### src/hw/lrca_pkg.sv
// Package for the local/remote command arbiter: setting codes and sizes.
// Assumes settings arrive as plain synchronous ports.
package lrca_pkg;
  // Programmable key function code for local/remote toggling
  localparam logic [3:0] LRCA_KEY_FN_LOCREM   = 4'h2;
  // Command source codes
  localparam logic [2:0] LRCA_SRC_KEYPAD      = 3'h0;
  localparam logic [2:0] LRCA_SRC_TERM_FR     = 3'h1;
  localparam logic [2:0] LRCA_SRC_TERM_RD     = 3'h2;
  localparam logic [2:0] LRCA_SRC_SERIAL      = 3'h3;
  localparam logic [2:0] LRCA_SRC_FIELDBUS    = 3'h4;
  localparam logic [2:0] LRCA_SRC_PLC         = 3'h5;
  // Direction block codes
  localparam logic [1:0] LRCA_BLK_NONE        = 2'h0;
  localparam logic [1:0] LRCA_BLK_FWD         = 2'h1;
  localparam logic [1:0] LRCA_BLK_REV         = 2'h2;
  // Terminal function code for run permit
  localparam logic [5:0] LRCA_FN_RUN_PERMIT   = 6'h0D;
  // Power-on run disabled setting
  localparam logic       LRCA_PON_RUN_OFF     = 1'b0;
  // Number of multi-function terminals
  localparam int         LRCA_NUM_TERM        = 11;
  // Values after reset
  localparam logic       LRCA_REMOTE_RST      = 1'b1;
  localparam logic       LRCA_ARMED_RST       = 1'b0;
endpackage
### src/hw/lrca_arbiter.sv
// Local/remote run command arbiter for a motor drive.
// Assumes all inputs are synchronous to CLK; settings held stable by firmware.
//
// Overview of operation
// RULE_01 - Key function 2: key press toggles mode
// RULE_02 - Enabling toggle function enters remote, keeps operation
// RULE_03 - To local: local indicator, keypad sources, stop
// RULE_04 - Back to remote restores configured source indication
// RULE_05 - Local jog needs asserted run-permit terminal
// RULE_06 - Remote uses configured command and frequency sources
// RULE_07 - No power-on run: inputs need release, reassert
// RULE_08 - Fault-reset power-up: local, stop on remote
// RULE_09 - Remote to local while running stops drive
// RULE_10 - To remote, terminal source keeps running per terminals
// RULE_11 - To remote, digital source stops until next command
// RULE_12 - Direction block: 0 none, 1 forward, 2 reverse
// RULE_13 - Blocked reverse key decelerates to zero, stops
// RULE_14 - Decode command source codes zero to five
// RULE_15 - One flag holds mode, drives indicator, selects source
`timescale 1ns/10ps
`default_nettype none
module lrca_arbiter
  import lrca_pkg::*;
#(
  parameter int NUM_TERM = LRCA_NUM_TERM
) (
  // Clock and reset
  input  wire logic                  CLK,
  input  wire logic                  RST,
  // Configuration
  input  wire logic [3:0]            KEY_FUNCTION_SELECT,
  input  wire logic [2:0]            COMMAND_SOURCE_SELECT,
  input  wire logic                  POWER_ON_RUN_ENABLE,
  input  wire logic [1:0]            DIRECTION_BLOCK_SELECT,
  input  wire logic [NUM_TERM*6-1:0] TERMINAL_FUNCTION_MAP,
  input  wire logic                  FAULT_RESET_POWERUP,
  // Keypad
  input  wire logic                  KEY_PROG_PRESS,
  input  wire logic                  KEY_FWD_PRESS,
  input  wire logic                  KEY_REV_PRESS,
  input  wire logic                  KEY_STOP_PRESS,
  input  wire logic                  KEY_JOG_REQ,
  // Terminals
  input  wire logic [NUM_TERM-1:0]   MULTI_FUNCTION_INPUTS,
  input  wire logic                  FORWARD_RUN_INPUT,
  input  wire logic                  REVERSE_RUN_INPUT,
  input  wire logic                  JOG_INPUT,
  input  wire logic                  PREEXCITE_INPUT,
  // Communication sources
  input  wire logic                  COMM_RUN_CMD,
  input  wire logic                  COMM_STOP_CMD,
  input  wire logic                  COMM_REV_CMD,
  input  wire logic                  COMM_JOG_CMD,
  // Outputs
  output logic                       REMOTE_MODE,
  output logic                       SRC_IND_KEYPAD,
  output logic                       FREQ_IND_KEYPAD,
  output logic                       RUN,
  output logic                       REVERSE,
  output logic                       JOG,
  output logic                       DECEL_TO_ZERO,
  output logic                       PREEXCITE
);

  // Run permit: any terminal mapped to code 13 and asserted
  function automatic logic run_permit(input logic [NUM_TERM*6-1:0] map,
                                      input logic [NUM_TERM-1:0]   pins);
    logic ok;
    ok = 1'b0;
    for (int i = 0; i < NUM_TERM; i++) begin
      if (map[i*6 +: 6] == LRCA_FN_RUN_PERMIT && pins[i]) begin
        ok = 1'b1;
      end
    end
    return ok;
  endfunction

  logic remote_r, remote_nxt;
  logic armed_r, armed_nxt;
  logic run_r, run_nxt;
  logic rev_r, rev_nxt;
  logic jog_r, jog_nxt;
  logic decel_r, decel_nxt;
  logic pre_r, pre_nxt;
  logic keyfn_prev_r;
  logic started_r;

  // Source decode
  wire src_term     = (COMMAND_SOURCE_SELECT == LRCA_SRC_TERM_FR) ||
                      (COMMAND_SOURCE_SELECT == LRCA_SRC_TERM_RD);   // RULE_14
  wire src_keypad   = (COMMAND_SOURCE_SELECT == LRCA_SRC_KEYPAD);     // RULE_14
  wire src_comm     = (COMMAND_SOURCE_SELECT == LRCA_SRC_SERIAL) ||
                      (COMMAND_SOURCE_SELECT == LRCA_SRC_FIELDBUS) ||
                      (COMMAND_SOURCE_SELECT == LRCA_SRC_PLC);        // RULE_14
  wire toggle_en    = (KEY_FUNCTION_SELECT == LRCA_KEY_FN_LOCREM);
  wire toggle_start = toggle_en && !keyfn_prev_r;                     // RULE_02
  wire toggle       = toggle_en && KEY_PROG_PRESS;                    // RULE_01
  wire to_local     = toggle && remote_r;
  wire to_remote    = toggle && !remote_r;

  // Direction block decode
  wire blk_fwd      = (DIRECTION_BLOCK_SELECT == LRCA_BLK_FWD);       // RULE_12
  wire blk_rev      = (DIRECTION_BLOCK_SELECT == LRCA_BLK_REV);       // RULE_12

  // Terminal commands
  wire any_term     = FORWARD_RUN_INPUT || REVERSE_RUN_INPUT || JOG_INPUT || PREEXCITE_INPUT;
  wire t_run        = (COMMAND_SOURCE_SELECT == LRCA_SRC_TERM_FR) ?
                      (FORWARD_RUN_INPUT ^ REVERSE_RUN_INPUT) : FORWARD_RUN_INPUT;
  wire t_rev        = (COMMAND_SOURCE_SELECT == LRCA_SRC_TERM_FR) ?
                      (REVERSE_RUN_INPUT && !FORWARD_RUN_INPUT) : REVERSE_RUN_INPUT;
  wire permit       = run_permit(TERMINAL_FUNCTION_MAP, MULTI_FUNCTION_INPUTS);

  // Arming: terminal inputs count after all released
  always_comb begin
    armed_nxt = armed_r;
    if (!any_term) begin
      armed_nxt = 1'b1;                                               // RULE_07
    end
    if (to_remote && FAULT_RESET_POWERUP) begin
      armed_nxt = !any_term;                                          // RULE_08
    end
  end

  // Run arbitration
  always_comb begin
    remote_nxt = remote_r;
    run_nxt    = run_r;
    rev_nxt    = rev_r;
    jog_nxt    = 1'b0;
    decel_nxt  = 1'b0;
    pre_nxt    = 1'b0;
    if (toggle_start) begin
      remote_nxt = 1'b1;                                              // RULE_02
    end else if (to_local) begin
      remote_nxt = 1'b0;                                              // RULE_03
      run_nxt    = 1'b0;                                              // RULE_09
    end else if (to_remote) begin
      remote_nxt = 1'b1;                                              // RULE_04
      if (src_term && !FAULT_RESET_POWERUP && armed_r) begin
        run_nxt = t_run;                                              // RULE_10
        rev_nxt = t_rev;                                              // RULE_10
      end else begin
        run_nxt = 1'b0;                                               // RULE_11
      end
    end else if (!remote_r || src_keypad) begin
      // Keypad control
      if (KEY_STOP_PRESS) begin
        run_nxt = 1'b0;
      end else if (KEY_REV_PRESS && blk_rev) begin
        run_nxt   = 1'b0;                                             // RULE_13
        decel_nxt = 1'b1;                                             // RULE_13
      end else if (KEY_REV_PRESS) begin
        run_nxt = 1'b1;
        rev_nxt = 1'b1;
      end else if (KEY_FWD_PRESS && !blk_fwd) begin
        run_nxt = 1'b1;
        rev_nxt = 1'b0;
      end
      jog_nxt = KEY_JOG_REQ && (remote_r || permit);                  // RULE_05
    end else if (src_term) begin
      // Remote terminal control
      run_nxt = armed_r && t_run;                                     // RULE_06
      rev_nxt = t_rev;                                                // RULE_06
      jog_nxt = armed_r && JOG_INPUT;                                 // RULE_07
      pre_nxt = armed_r && PREEXCITE_INPUT;                           // RULE_07
    end else if (src_comm) begin
      // Remote communication control
      if (COMM_STOP_CMD) begin
        run_nxt = 1'b0;                                               // RULE_06
      end else if (COMM_RUN_CMD) begin
        run_nxt = 1'b1;                                               // RULE_06
        rev_nxt = COMM_REV_CMD;
      end
      jog_nxt = COMM_JOG_CMD;
    end
    // Blocked direction never runs
    if ((rev_nxt && blk_rev) || (!rev_nxt && blk_fwd)) begin
      if (run_nxt) begin
        decel_nxt = 1'b1;                                             // RULE_12
      end
      run_nxt = 1'b0;                                                 // RULE_12
      jog_nxt = 1'b0;
    end
  end

  // Mode and power-up state
  always_ff @(posedge CLK or posedge RST) begin
    if (RST) begin
      remote_r     <= LRCA_REMOTE_RST;
      armed_r      <= LRCA_ARMED_RST;
      keyfn_prev_r <= 1'b0;
      started_r    <= 1'b0;
    end else begin
      started_r    <= 1'b1;
      keyfn_prev_r <= toggle_en;
      // Fault-reset power-up enters local; otherwise mode flag follows toggles
      remote_r     <= (!started_r && FAULT_RESET_POWERUP) ? 1'b0 : remote_nxt; // RULE_08
      // Enabled power-on run arms immediately, except on fault-reset power-up
      armed_r      <= (!started_r && POWER_ON_RUN_ENABLE != LRCA_PON_RUN_OFF &&
                       !FAULT_RESET_POWERUP) ? 1'b1 : armed_nxt;                  // RULE_07
    end
  end

  // Drive command registers
  always_ff @(posedge CLK or posedge RST) begin
    if (RST) begin
      run_r   <= 1'b0;
      rev_r   <= 1'b0;
      jog_r   <= 1'b0;
      decel_r <= 1'b0;
      pre_r   <= 1'b0;
    end else begin
      run_r   <= started_r ? run_nxt : 1'b0;
      rev_r   <= rev_nxt;
      jog_r   <= jog_nxt;
      decel_r <= decel_nxt;
      pre_r   <= pre_nxt;
    end
  end

  // Outputs
  assign REMOTE_MODE     = remote_r;                                  // RULE_15
  assign SRC_IND_KEYPAD  = !remote_r || src_keypad;                   // RULE_03
  assign FREQ_IND_KEYPAD = !remote_r;                                 // RULE_04
  assign RUN             = run_r;
  assign REVERSE         = rev_r;
  assign JOG             = jog_r;
  assign DECEL_TO_ZERO   = decel_r;
  assign PREEXCITE       = pre_r;

endmodule
`default_nettype wire

### config.mk
export PLATFORM = sky130hd
export DESIGN_NAME = lrca_arbiter
export DESIGN_NICKNAME = d
export VERILOG_FILES = /design/src/hw/lrca_pkg.sv /design/src/hw/lrca_arbiter.sv
export SDC_FILE = /design/constraint.sdc
export NUM_CORES = 1
export LEC_CHECK = 0
export BUFFER_PORTS_ARGS = -buffer_cell sky130_fd_sc_hd__buf_2
export CAP_MARGIN = 20
export CORE_MARGIN = 2
export CORE_UTILIZATION = 32
export CTS_BUF_LIST = sky130_fd_sc_hd__clkbuf_4
export DETAILED_ROUTE_END_ITERATION = 8
export PLACE_DENSITY = 0.8
export SYNTH_ARGS = -nofsm -noshare
export SYNTH_HDL_FRONTEND = slang
export SYNTH_SLANG_ARGS = --single-unit
### constraint.sdc
create_clock -name CLK -period 1.6 [get_ports CLK]
set_input_delay 0.08 -clock CLK [delete_from_list [all_inputs] [get_ports CLK]]
set_output_delay 0.08 -clock CLK [all_outputs]
set_load 0.03 [all_outputs]
==> results of run 1 <==
==> registers in the layout, indices dropped and copies added (netlist names) <==
register,cells
JOG,1
started_r,1
DECEL_TO_ZERO,1
RUN,1
armed_r,1
keyfn_prev_r,1
PREEXCITE,1
REMOTE_MODE,1
REVERSE,1
==> area by class of cell <==
type	count	area, um^2
fillers	305	1250
multi-input cells	104	771
repair buffers	130	703
flip-flops and latches	9	228
well taps	44	55.1
inverters	10	37.5
clock buffers	4	30.0
==> worst max-delay path, cell delays in order, from the launching register on <==
cell and delay [ns]:
dfrtp_1 0.35, or2b_1 0.27, nor4_4 0.18, and4_1 0.22, o21ai_1 0.06, o21a_2 0.13
mux2i_2 0.16, a32o_1 0.21
==> synth_stat cells, types with 2 or more instances <==
cell type	instances	share of area
nor3_1	5	0.024
nand2_1	9	0.032
nand4b_1	11	0.092
dfrtp_1	8	0.19
nor4bb_1	11	0.11
inv_1	10	0.036
nand2b_1	2	0.012
ha_1	2	0.024
and3_1	2	0.012
nand3_1	2	0.0096
o22ai_1	2	0.012
nor3b_1	2	0.014
nand3b_1	3	0.022
a31oi_1	2	0.012
buf_2	2	0.0096
nor4_1	2	0.012
mux2i_1	3	0.029
o21ai_0	10	0.048
a21oi_1	5	0.024
nand4_1	3	0.018
a211oi_1	2	0.014
or2b_1	2	0.014
nor2_1	4	0.014
==> cells by family after synthesis <==
kind of cell | Yosys count
compound gates | 31
buf+inv | 13
fa+ha+maj | 2
xor+xnor | 1
other cells | 1
mux | 3
simple gates | 66
flops | 9
==> power groups by stage <==
| stage | clock network (uW) | logic [uW] | registers [uW] |
|---|---|---|---|
| after global routing | 206 | 480 | 277 |
| after floorplan | 0 | 179 | 309 |
| after detailed placement | 0 | 429 | 278 |
| after global placement | 0 | 420 | 278 |
| final | 188 | 437 | 274 |
| after CTS | 197 | 437 | 274 |
==> worst max path at each step <==
stage                         end         startpoint
floorplan           DECEL_TO_ZERO        REMOTE_MODE
global placement    DECEL_TO_ZERO  FORWARD_RUN_INPUT
detailed placement  DECEL_TO_ZERO  FORWARD_RUN_INPUT
CTS                 DECEL_TO_ZERO            armed_r
global route        DECEL_TO_ZERO            armed_r
finish              DECEL_TO_ZERO            armed_r
==> stage by stage <==
| step | setup WS [ns] | TNS (ns) |
|---|---|---|
| 2_1_floorplan | -0.0906 | -0.0985 |
| 3_3_place_gp | -0.138 | -0.369 |
| 3_5_place_dp | -0.172 | -0.486 |
| 4_1_cts | -0.0968 | -0.209 |
| 5_1_grt | -0.238 | -0.685 |
| 6_report | -0.0915 | -0.230 |
==> per-layer routing <==
layer  global-route usage  share of wire
met5                    0              0
met4               0.0745          0.025
met3               0.0378          0.065
met2                0.413           0.52
met1                0.249           0.39
==> what timing repair did <==
| action | CTS | global route |
|---|---|---|
| setup endpoints to repair | 3 | 3 |
| hold buffers | 1 | 0 |
| setup buffers | 2 | 0 |
| hold endpoints to repair | 8 | 0 |
| pin swaps | 1 | 2 |
==> qor.csv, run 1 <==
stage;metric;value;unit
critical_path;reg2reg_slack;-0.09;ns
critical_path;cp.arrival;1.84;ns
clock_tree;htreeDepth;1;
flow_run;cap_viol_max_count;0;
sta;hold_viol_final;0;
global_routing;grt_pass1_wl;6200;um
run_status;status;finished, violations left;
synthesis;avgSynthCellArea;8.28;um^2
sta;min_period;1.69;ns
sta;finalCritPeriodShare;1.06;
synthesis;synth_edf_count;0;
sta;setup_ws;-0.0915;ns
layout;drive_gt1_frac;0.553;
synthesis;post_synth_num_cell_types;45;
min_path;min-delay-path-class;primary input to register;
drt;post_drt_via_cell_ratio;5.00;
synthesis;synthXorXnorAreaFrac;0.00839;
critical_path;cp_max_fo;3;
sta;fmax;0.591;GHz
min_path;hold-path-cell-count;2;
power_and_ir_drop;pwr-share-clk;0.210;
clock_tree;cts_sinks;9;
power_and_ir_drop;swShare;0.340;
drt;ant_nets;0;
synthesis;synth_top_flop_cell;dfrtp_1;
synthesis;synth_compound_area_frac;0.191;
sta;setup_viol;3;
placement;hpwl;3450;um
drt;detail_route.first_pass.iterations;4;
drt;drt-wirelength-per-cell;12.9;um
synthesis;ys_seq_area_frac;0.217;
synthesis;synth-seq-cells;9;
clock_tree;clkLatencyLatePin;0.26;ns
layout;final_area;0.00182;mm^2
floorplan;die_h;61.1;um
sta;rsz0062_at_grt;yes;
synthesis;syn_nets;231;
critical_path;rr_worst_depth;7;
floorplan;std_cell_rows;20;
power_and_ir_drop;cellPowerDensity;493;mW/mm^2
synthesis;yosys.area_share.adder;0.0240;
sta;slew_violations;0;
drt;dr_total_vias;1504;
clock_tree;cts_buffers;3;
critical_path;start_kind;register;
layout;layout.cells.non_filler;301;
drt;drc;0;
clock_tree;cts-resized-gates;0;
power_and_ir_drop;ir_drop;0.000250;V
power_and_ir_drop;p_sw;306;uW
global_routing;grt_use_total;0.220;
clock_tree;clk_pin_slew;0.06;ns
floorplan;ios;111;
critical_path;endpoint_kind;register;
synthesis;yosysWarnings;0;
global_routing;grt_max_degree;10;
global_routing;grt_pass1_vias;1544;
floorplan;die_area;0.00373;mm^2
drt;drtIter0Drc;75;
min_path;hp-start;JOG_INPUT;
critical_path;reg2reg_to;DECEL_TO_ZERO;
power_and_ir_drop;finalPower;899;uW
synthesis;synthSimpleGateAreaFrac;0.475;
clock_tree;cts_buffer_depth;2;
floorplan;fp.dieW;61.1;um
min_path;min_delay_worst_endpoint;armed_r;
synthesis;syn_area;0.00104;mm^2
layout;final_common_cell;buf_2;
synthesis;synth_top_family_by_area;simple AND/OR/NAND/NOR gates;
placement;port_buffers;110;
placement;finalWeightedCongestion;0.926;
layout;layout.cells.most_common_list;110 x buf_2, 19 x buf_4, 11 x nor4bb_1, 11 x nand4b_1;
layout;antenna_cells;0;
power_and_ir_drop;p_leak;0.000970;uW
synthesis;netlist_instances;126;
run_status;violations;negative setup slack;
layout;fin_nets;363;
clock_tree;cts-root-buf;clkbuf_4;
power_and_ir_drop;p_int;593;uW
clock_tree;cts_tree;yes;
synthesis;async_flop_share;1.00;
global_routing;grt-ovfl-total;0;
global_routing;antenna_found_initial;0;
drt;wl;3870;um
power_and_ir_drop;power_frac_seq;0.305;
placement;place_area;0.00177;mm^2
placement;dp.cells;294;
critical_path;r2r_start;armed_r;
synthesis;synthMuxAreaShare;0.0288;
sta;fin_hold_ws;0.0599;ns
floorplan;core;0.00308;mm^2
layout;utilization;0.593;
layout;syn2layout_area_growth;74.8;%
power_and_ir_drop;p_comb_frac;0.485;
sta;skew;0.00382;ns
critical_path;worstSetupPathType;register to register;
floorplan;start_util;0.339;
critical_path;required;1.75;ns
Note: power is estimated with default switching activity, not from simulation.
==> inputs of run 2 (changes only) <==
--- a/config.mk
+++ b/config.mk
@@ -5,13 +5,14 @@
 export SDC_FILE = /design/constraint.sdc
 export NUM_CORES = 1
 export LEC_CHECK = 0
+export ABC_AREA = 1
 export BUFFER_PORTS_ARGS = -buffer_cell sky130_fd_sc_hd__buf_2
 export CAP_MARGIN = 20
 export CORE_MARGIN = 2
-export CORE_UTILIZATION = 32
+export CORE_UTILIZATION = 33
 export CTS_BUF_LIST = sky130_fd_sc_hd__clkbuf_4
 export DETAILED_ROUTE_END_ITERATION = 8
-export PLACE_DENSITY = 0.8
+export PLACE_DENSITY = 0.82
 export SYNTH_ARGS = -nofsm -noshare
 export SYNTH_HDL_FRONTEND = slang
 export SYNTH_SLANG_ARGS = --single-unit
==> run 2 against run 1 <==
The flow now finishes without violations. Synthesized cell count increased by 40%. Clock skew fell by 0.0012 ns. Clock-buffer cell count is the same. Critical path depth is 5 higher. Sequential cell count unchanged. Non-clock buffer count is 13 lower. Register-to-register slack better by 0.16 ns. Sequential share of layout area rose by 0.46 points. Critical path type unchanged. Largest cell class unchanged. Largest power group unchanged.
==> qor.csv, run 2 <==
stage;metric;value;unit;change
run_status;status;finished clean;;
synthesis;yosysWarnings;0;;unchanged
sta;slew_violations;0;;unchanged
synthesis;synth-seq-cells;9;;unchanged
power_and_ir_drop;pwr-share-clk;0.197;;-0.013
floorplan;die_h;60.4;um;-1.1%
synthesis;synth_top_area_cell;dfrtp_1;;
synthesis;synth_top_flop_cell;dfrtp_1;;
synthesis;netlist_instances;176;;+40%
power_and_ir_drop;p_sw;359;uW;+17%
critical_path;required;1.78;ns;+0.03 ns
power_and_ir_drop;power_frac_seq;0.291;;-0.014
synthesis;post_synth_num_cell_types;29;;-36%
sta;finalCritPeriodShare;0.954;;-0.103
critical_path;rr_worst_depth;12;;+5
layout;layout.cells.most_common_list;110 x buf_2, 36 x nand2_1, 26 x inv_1, 24 x nand3_1, 23 x nor2_1;;
placement;hpwl;3180;um;-7.8%
sta;min_period;1.53;ns;-0.164 ns
power_and_ir_drop;swShare;0.380;;+0.0397
layout;layout.cells.non_filler;341;;+13%
flow_run;cap_viol_max_count;0;;unchanged
clock_tree;cts_buffers;3;;unchanged
min_path;hold-path-cell-count;3;;+1
drt;drtIter0Drc;27;;-64%
global_routing;grt_max_degree;10;;unchanged
floorplan;fp.dieW;60.4;um;-1.1%
critical_path;start_kind;register;;
layout;final_common_cell;buf_2;;
drt;detail_route.first_pass.iterations;4;;unchanged
global_routing;grt_pass1_vias;1351;;-13%
min_path;min-delay-path-class;primary input to register;;
synthesis;synth_edf_count;0;;unchanged
placement;dp_slack;0.0721;ns;+0.244 ns
sta;totalNegativeSetupSlack;0;ns;+0.230 ns
power_and_ir_drop;cellPowerDensity;540;mW/mm^2;+9.5%
drt;dr_total_vias;1567;;+4.2%
clock_tree;clk_pin_slew;0.06;ns;about the same
min_path;min_delay_worst_endpoint;keyfn_prev_r;;
synthesis;synth_most_common_cell;nand2_1;;
power_and_ir_drop;ir_drop;0.000459;V;+83%
placement;dp.cells;332;;+13%
clock_tree;htreeDepth;1;;unchanged
floorplan;std_cell_rows;20;;unchanged
drt;wl;3570;um;-7.9%
drt;drt-wirelength-per-cell;10.5;um;-19%
floorplan;die_area;0.00365;mm^2;-2.2%
global_routing;grt-ovfl-total;0;;unchanged
clock_tree;cts_sinks;9;;unchanged
sta;skew;0.00266;ns;-0.00116 ns
placement;finalWeightedCongestion;0.827;;-11%
layout;drive_gt1_frac;0.478;;-0.0744
layout;fin_nets;403;;+11%
clock_tree;cts-root-buf;clkbuf_4;;
critical_path;crit_buf_inv;2;;+2
synthesis;synth_top_cell_area_share;0.190;;-0.00137
global_routing;antenna_found_initial;0;;unchanged
global_routing;grt_use_total;0.182;;-0.0387
layout;final_area;0.00175;mm^2;-4.1%
min_path;hp-start;KEY_FUNCTION_SELECT[1];;
critical_path;worstSetupPathType;register to register;;
floorplan;start_util;0.344;;+0.00524
layout;nFillCells;328;;+7.5%
floorplan;core;0.00305;mm^2;-0.81%
sta;fin_hold_ws;0.108;ns;+0.0481 ns
synthesis;synth_area_leaders;dfrtp_1 19%, nand2_1 13%, nand3_1 11%;;
sta;fmax;0.655;GHz;+11%
critical_path;crit_family;simple AND/OR/NAND/NOR gates;;
critical_path;reg2reg_to;JOG;;
drt;ant_nets;0;;unchanged
synthesis;async_flop_share;1.00;;unchanged
critical_path;endpoint_kind;register;;
critical_path;r2r_start;REMOTE_MODE;;
critical_path;crit_path_top_delay_cell;dfstp_2;;
critical_path;crit_path_cell_trace;inv_2 -> a21oi_4 -> inv_4 -> nand2_2 -> nor2_1 -> nor2_1 -> nand2_1 -> nand2_2 -> nand2_4 -> nand2_2 -> nand2_2 -> nor2_2;;
sta;setup_ws;0.0729;ns;+0.164 ns
floorplan;ios;111;;unchanged
power_and_ir_drop;p_int;585;uW;-1.4%
critical_path;critPathMostFrequentCell;nand2_2;;
placement;port_buffers;110;;unchanged
synthesis;synthTopCellsByCount;36 x nand2_1, 27 x inv_1, 26 x nor2_1;;
clock_tree;clkLatencyLatePin;0.25;ns;about the same
sta;hold_viol_final;0;;unchanged
sta;setup_viol;0;;-3
critical_path;reg2reg_slack;0.07;ns;+0.16 ns
layout;antenna_cells;0;;unchanged
synthesis;ys_seq_area_frac;0.215;;-0.00155
critical_path;critPathMaxStageDelay;0.53;ns;+0.18 ns
sta;rsz0062_at_grt;yes;;
synthesis;syn_area;0.00105;mm^2;+0.72%
layout;syn2layout_area_growth;66.4;%;
power_and_ir_drop;p_leak;0.00105;uW;+8.6%
critical_path;cp.arrival;1.71;ns;-0.13 ns
critical_path;cp_max_fo;4;;+1
drt;post_drt_via_cell_ratio;4.60;;-8.0%
synthesis;syn_nets;281;;+22%
placement;place_area;0.00167;mm^2;-5.5%
power_and_ir_drop;p_comb_frac;0.511;;+0.026
clock_tree;cts_tree;yes;;
synthesis;avgSynthCellArea;5.97;um^2;-28%
drt;drc;0;;unchanged
clock_tree;cts_buffer_depth;2;;unchanged
global_routing;grt_pass1_wl;5150;um;-17%
run 2: cell type report:
cell class / instances / area (um^2) / share of cell area
clock buffers: 4 / 30.0 / 0.0172
well taps: 44 / 55.1 / 0.0315
flip-flops and latches: 9 / 226 / 0.129
inverters: 32 / 123 / 0.0701
multi-input cells: 135 / 709 / 0.406
repair buffers: 117 / 606 / 0.346
run 2: timing repair:
action                                  CTS  global route
hold buffers                              1             0
buffers inserted                          0             4
endpoints found under the hold margin     8             0
resized for setup                         0             4
endpoints found under the setup margin    0             3
run 2: cell families after synthesis:
| logic type | Yosys count | share of synthesized area |
|---|---|---|
| simple gates | 116 | 0.532 |
| buf+inv | 32 | 0.117 |
| compound gates | 16 | 0.108 |
| flops | 9 | 0.215 |
| fa+ha+maj | 2 | 0.0238 |
| other cells | 1 | 0.00357 |
run 2: worst reg2reg max path, delay by kind of cell, from the launching register on:
kind            cells  cell delay (ns)
simple gates        9             0.62
buf+inv             2             0.10
compound gates      1             0.18
flops               1             0.53
run 2: per-stage QoR:
step,util,power (uW)
6_report,0.573,944
2_1_floorplan,-,529
3_3_place_gp,0.548,728
4_1_cts,0.561,931
5_1_grt,0.573,1030
3_5_place_dp,0.548,736
run 2: worst max path at each step:
stage	depth (start not counted)	endpoint	slack (ns)	start
after global routing	12	JOG	-0.03	REMOTE_MODE
after CTS	12	JOG	0.06	REMOTE_MODE
after floorplan	11	JOG	-0.23	REMOTE_MODE
after detailed placement	12	JOG	0.07	REMOTE_MODE
after global placement	11	JOG	0.15	REMOTE_MODE
final	12	JOG	0.07	REMOTE_MODE
run 2: power by group through the flow:
stage / Clock, uW / Combinational (uW) / Sequential [uW]
after global placement: 0 / 449 / 279
after global routing: 211 / 538 / 277
after floorplan: 0 / 208 / 321
after CTS: 197 / 461 / 274
after detailed placement: 0 / 458 / 278
final: 186 / 483 / 275
run 2: metal layers:
layer / part of all wire / GRT usage / vias to the layer above
li1: - / - / 820
met1: 0.36 / 0.196 / 684
met2: 0.53 / 0.366 / 63
met3: 0.11 / 0.0299 / 0
met4: 0 / 0.0373 / 0
met5: 0 / 0 / -
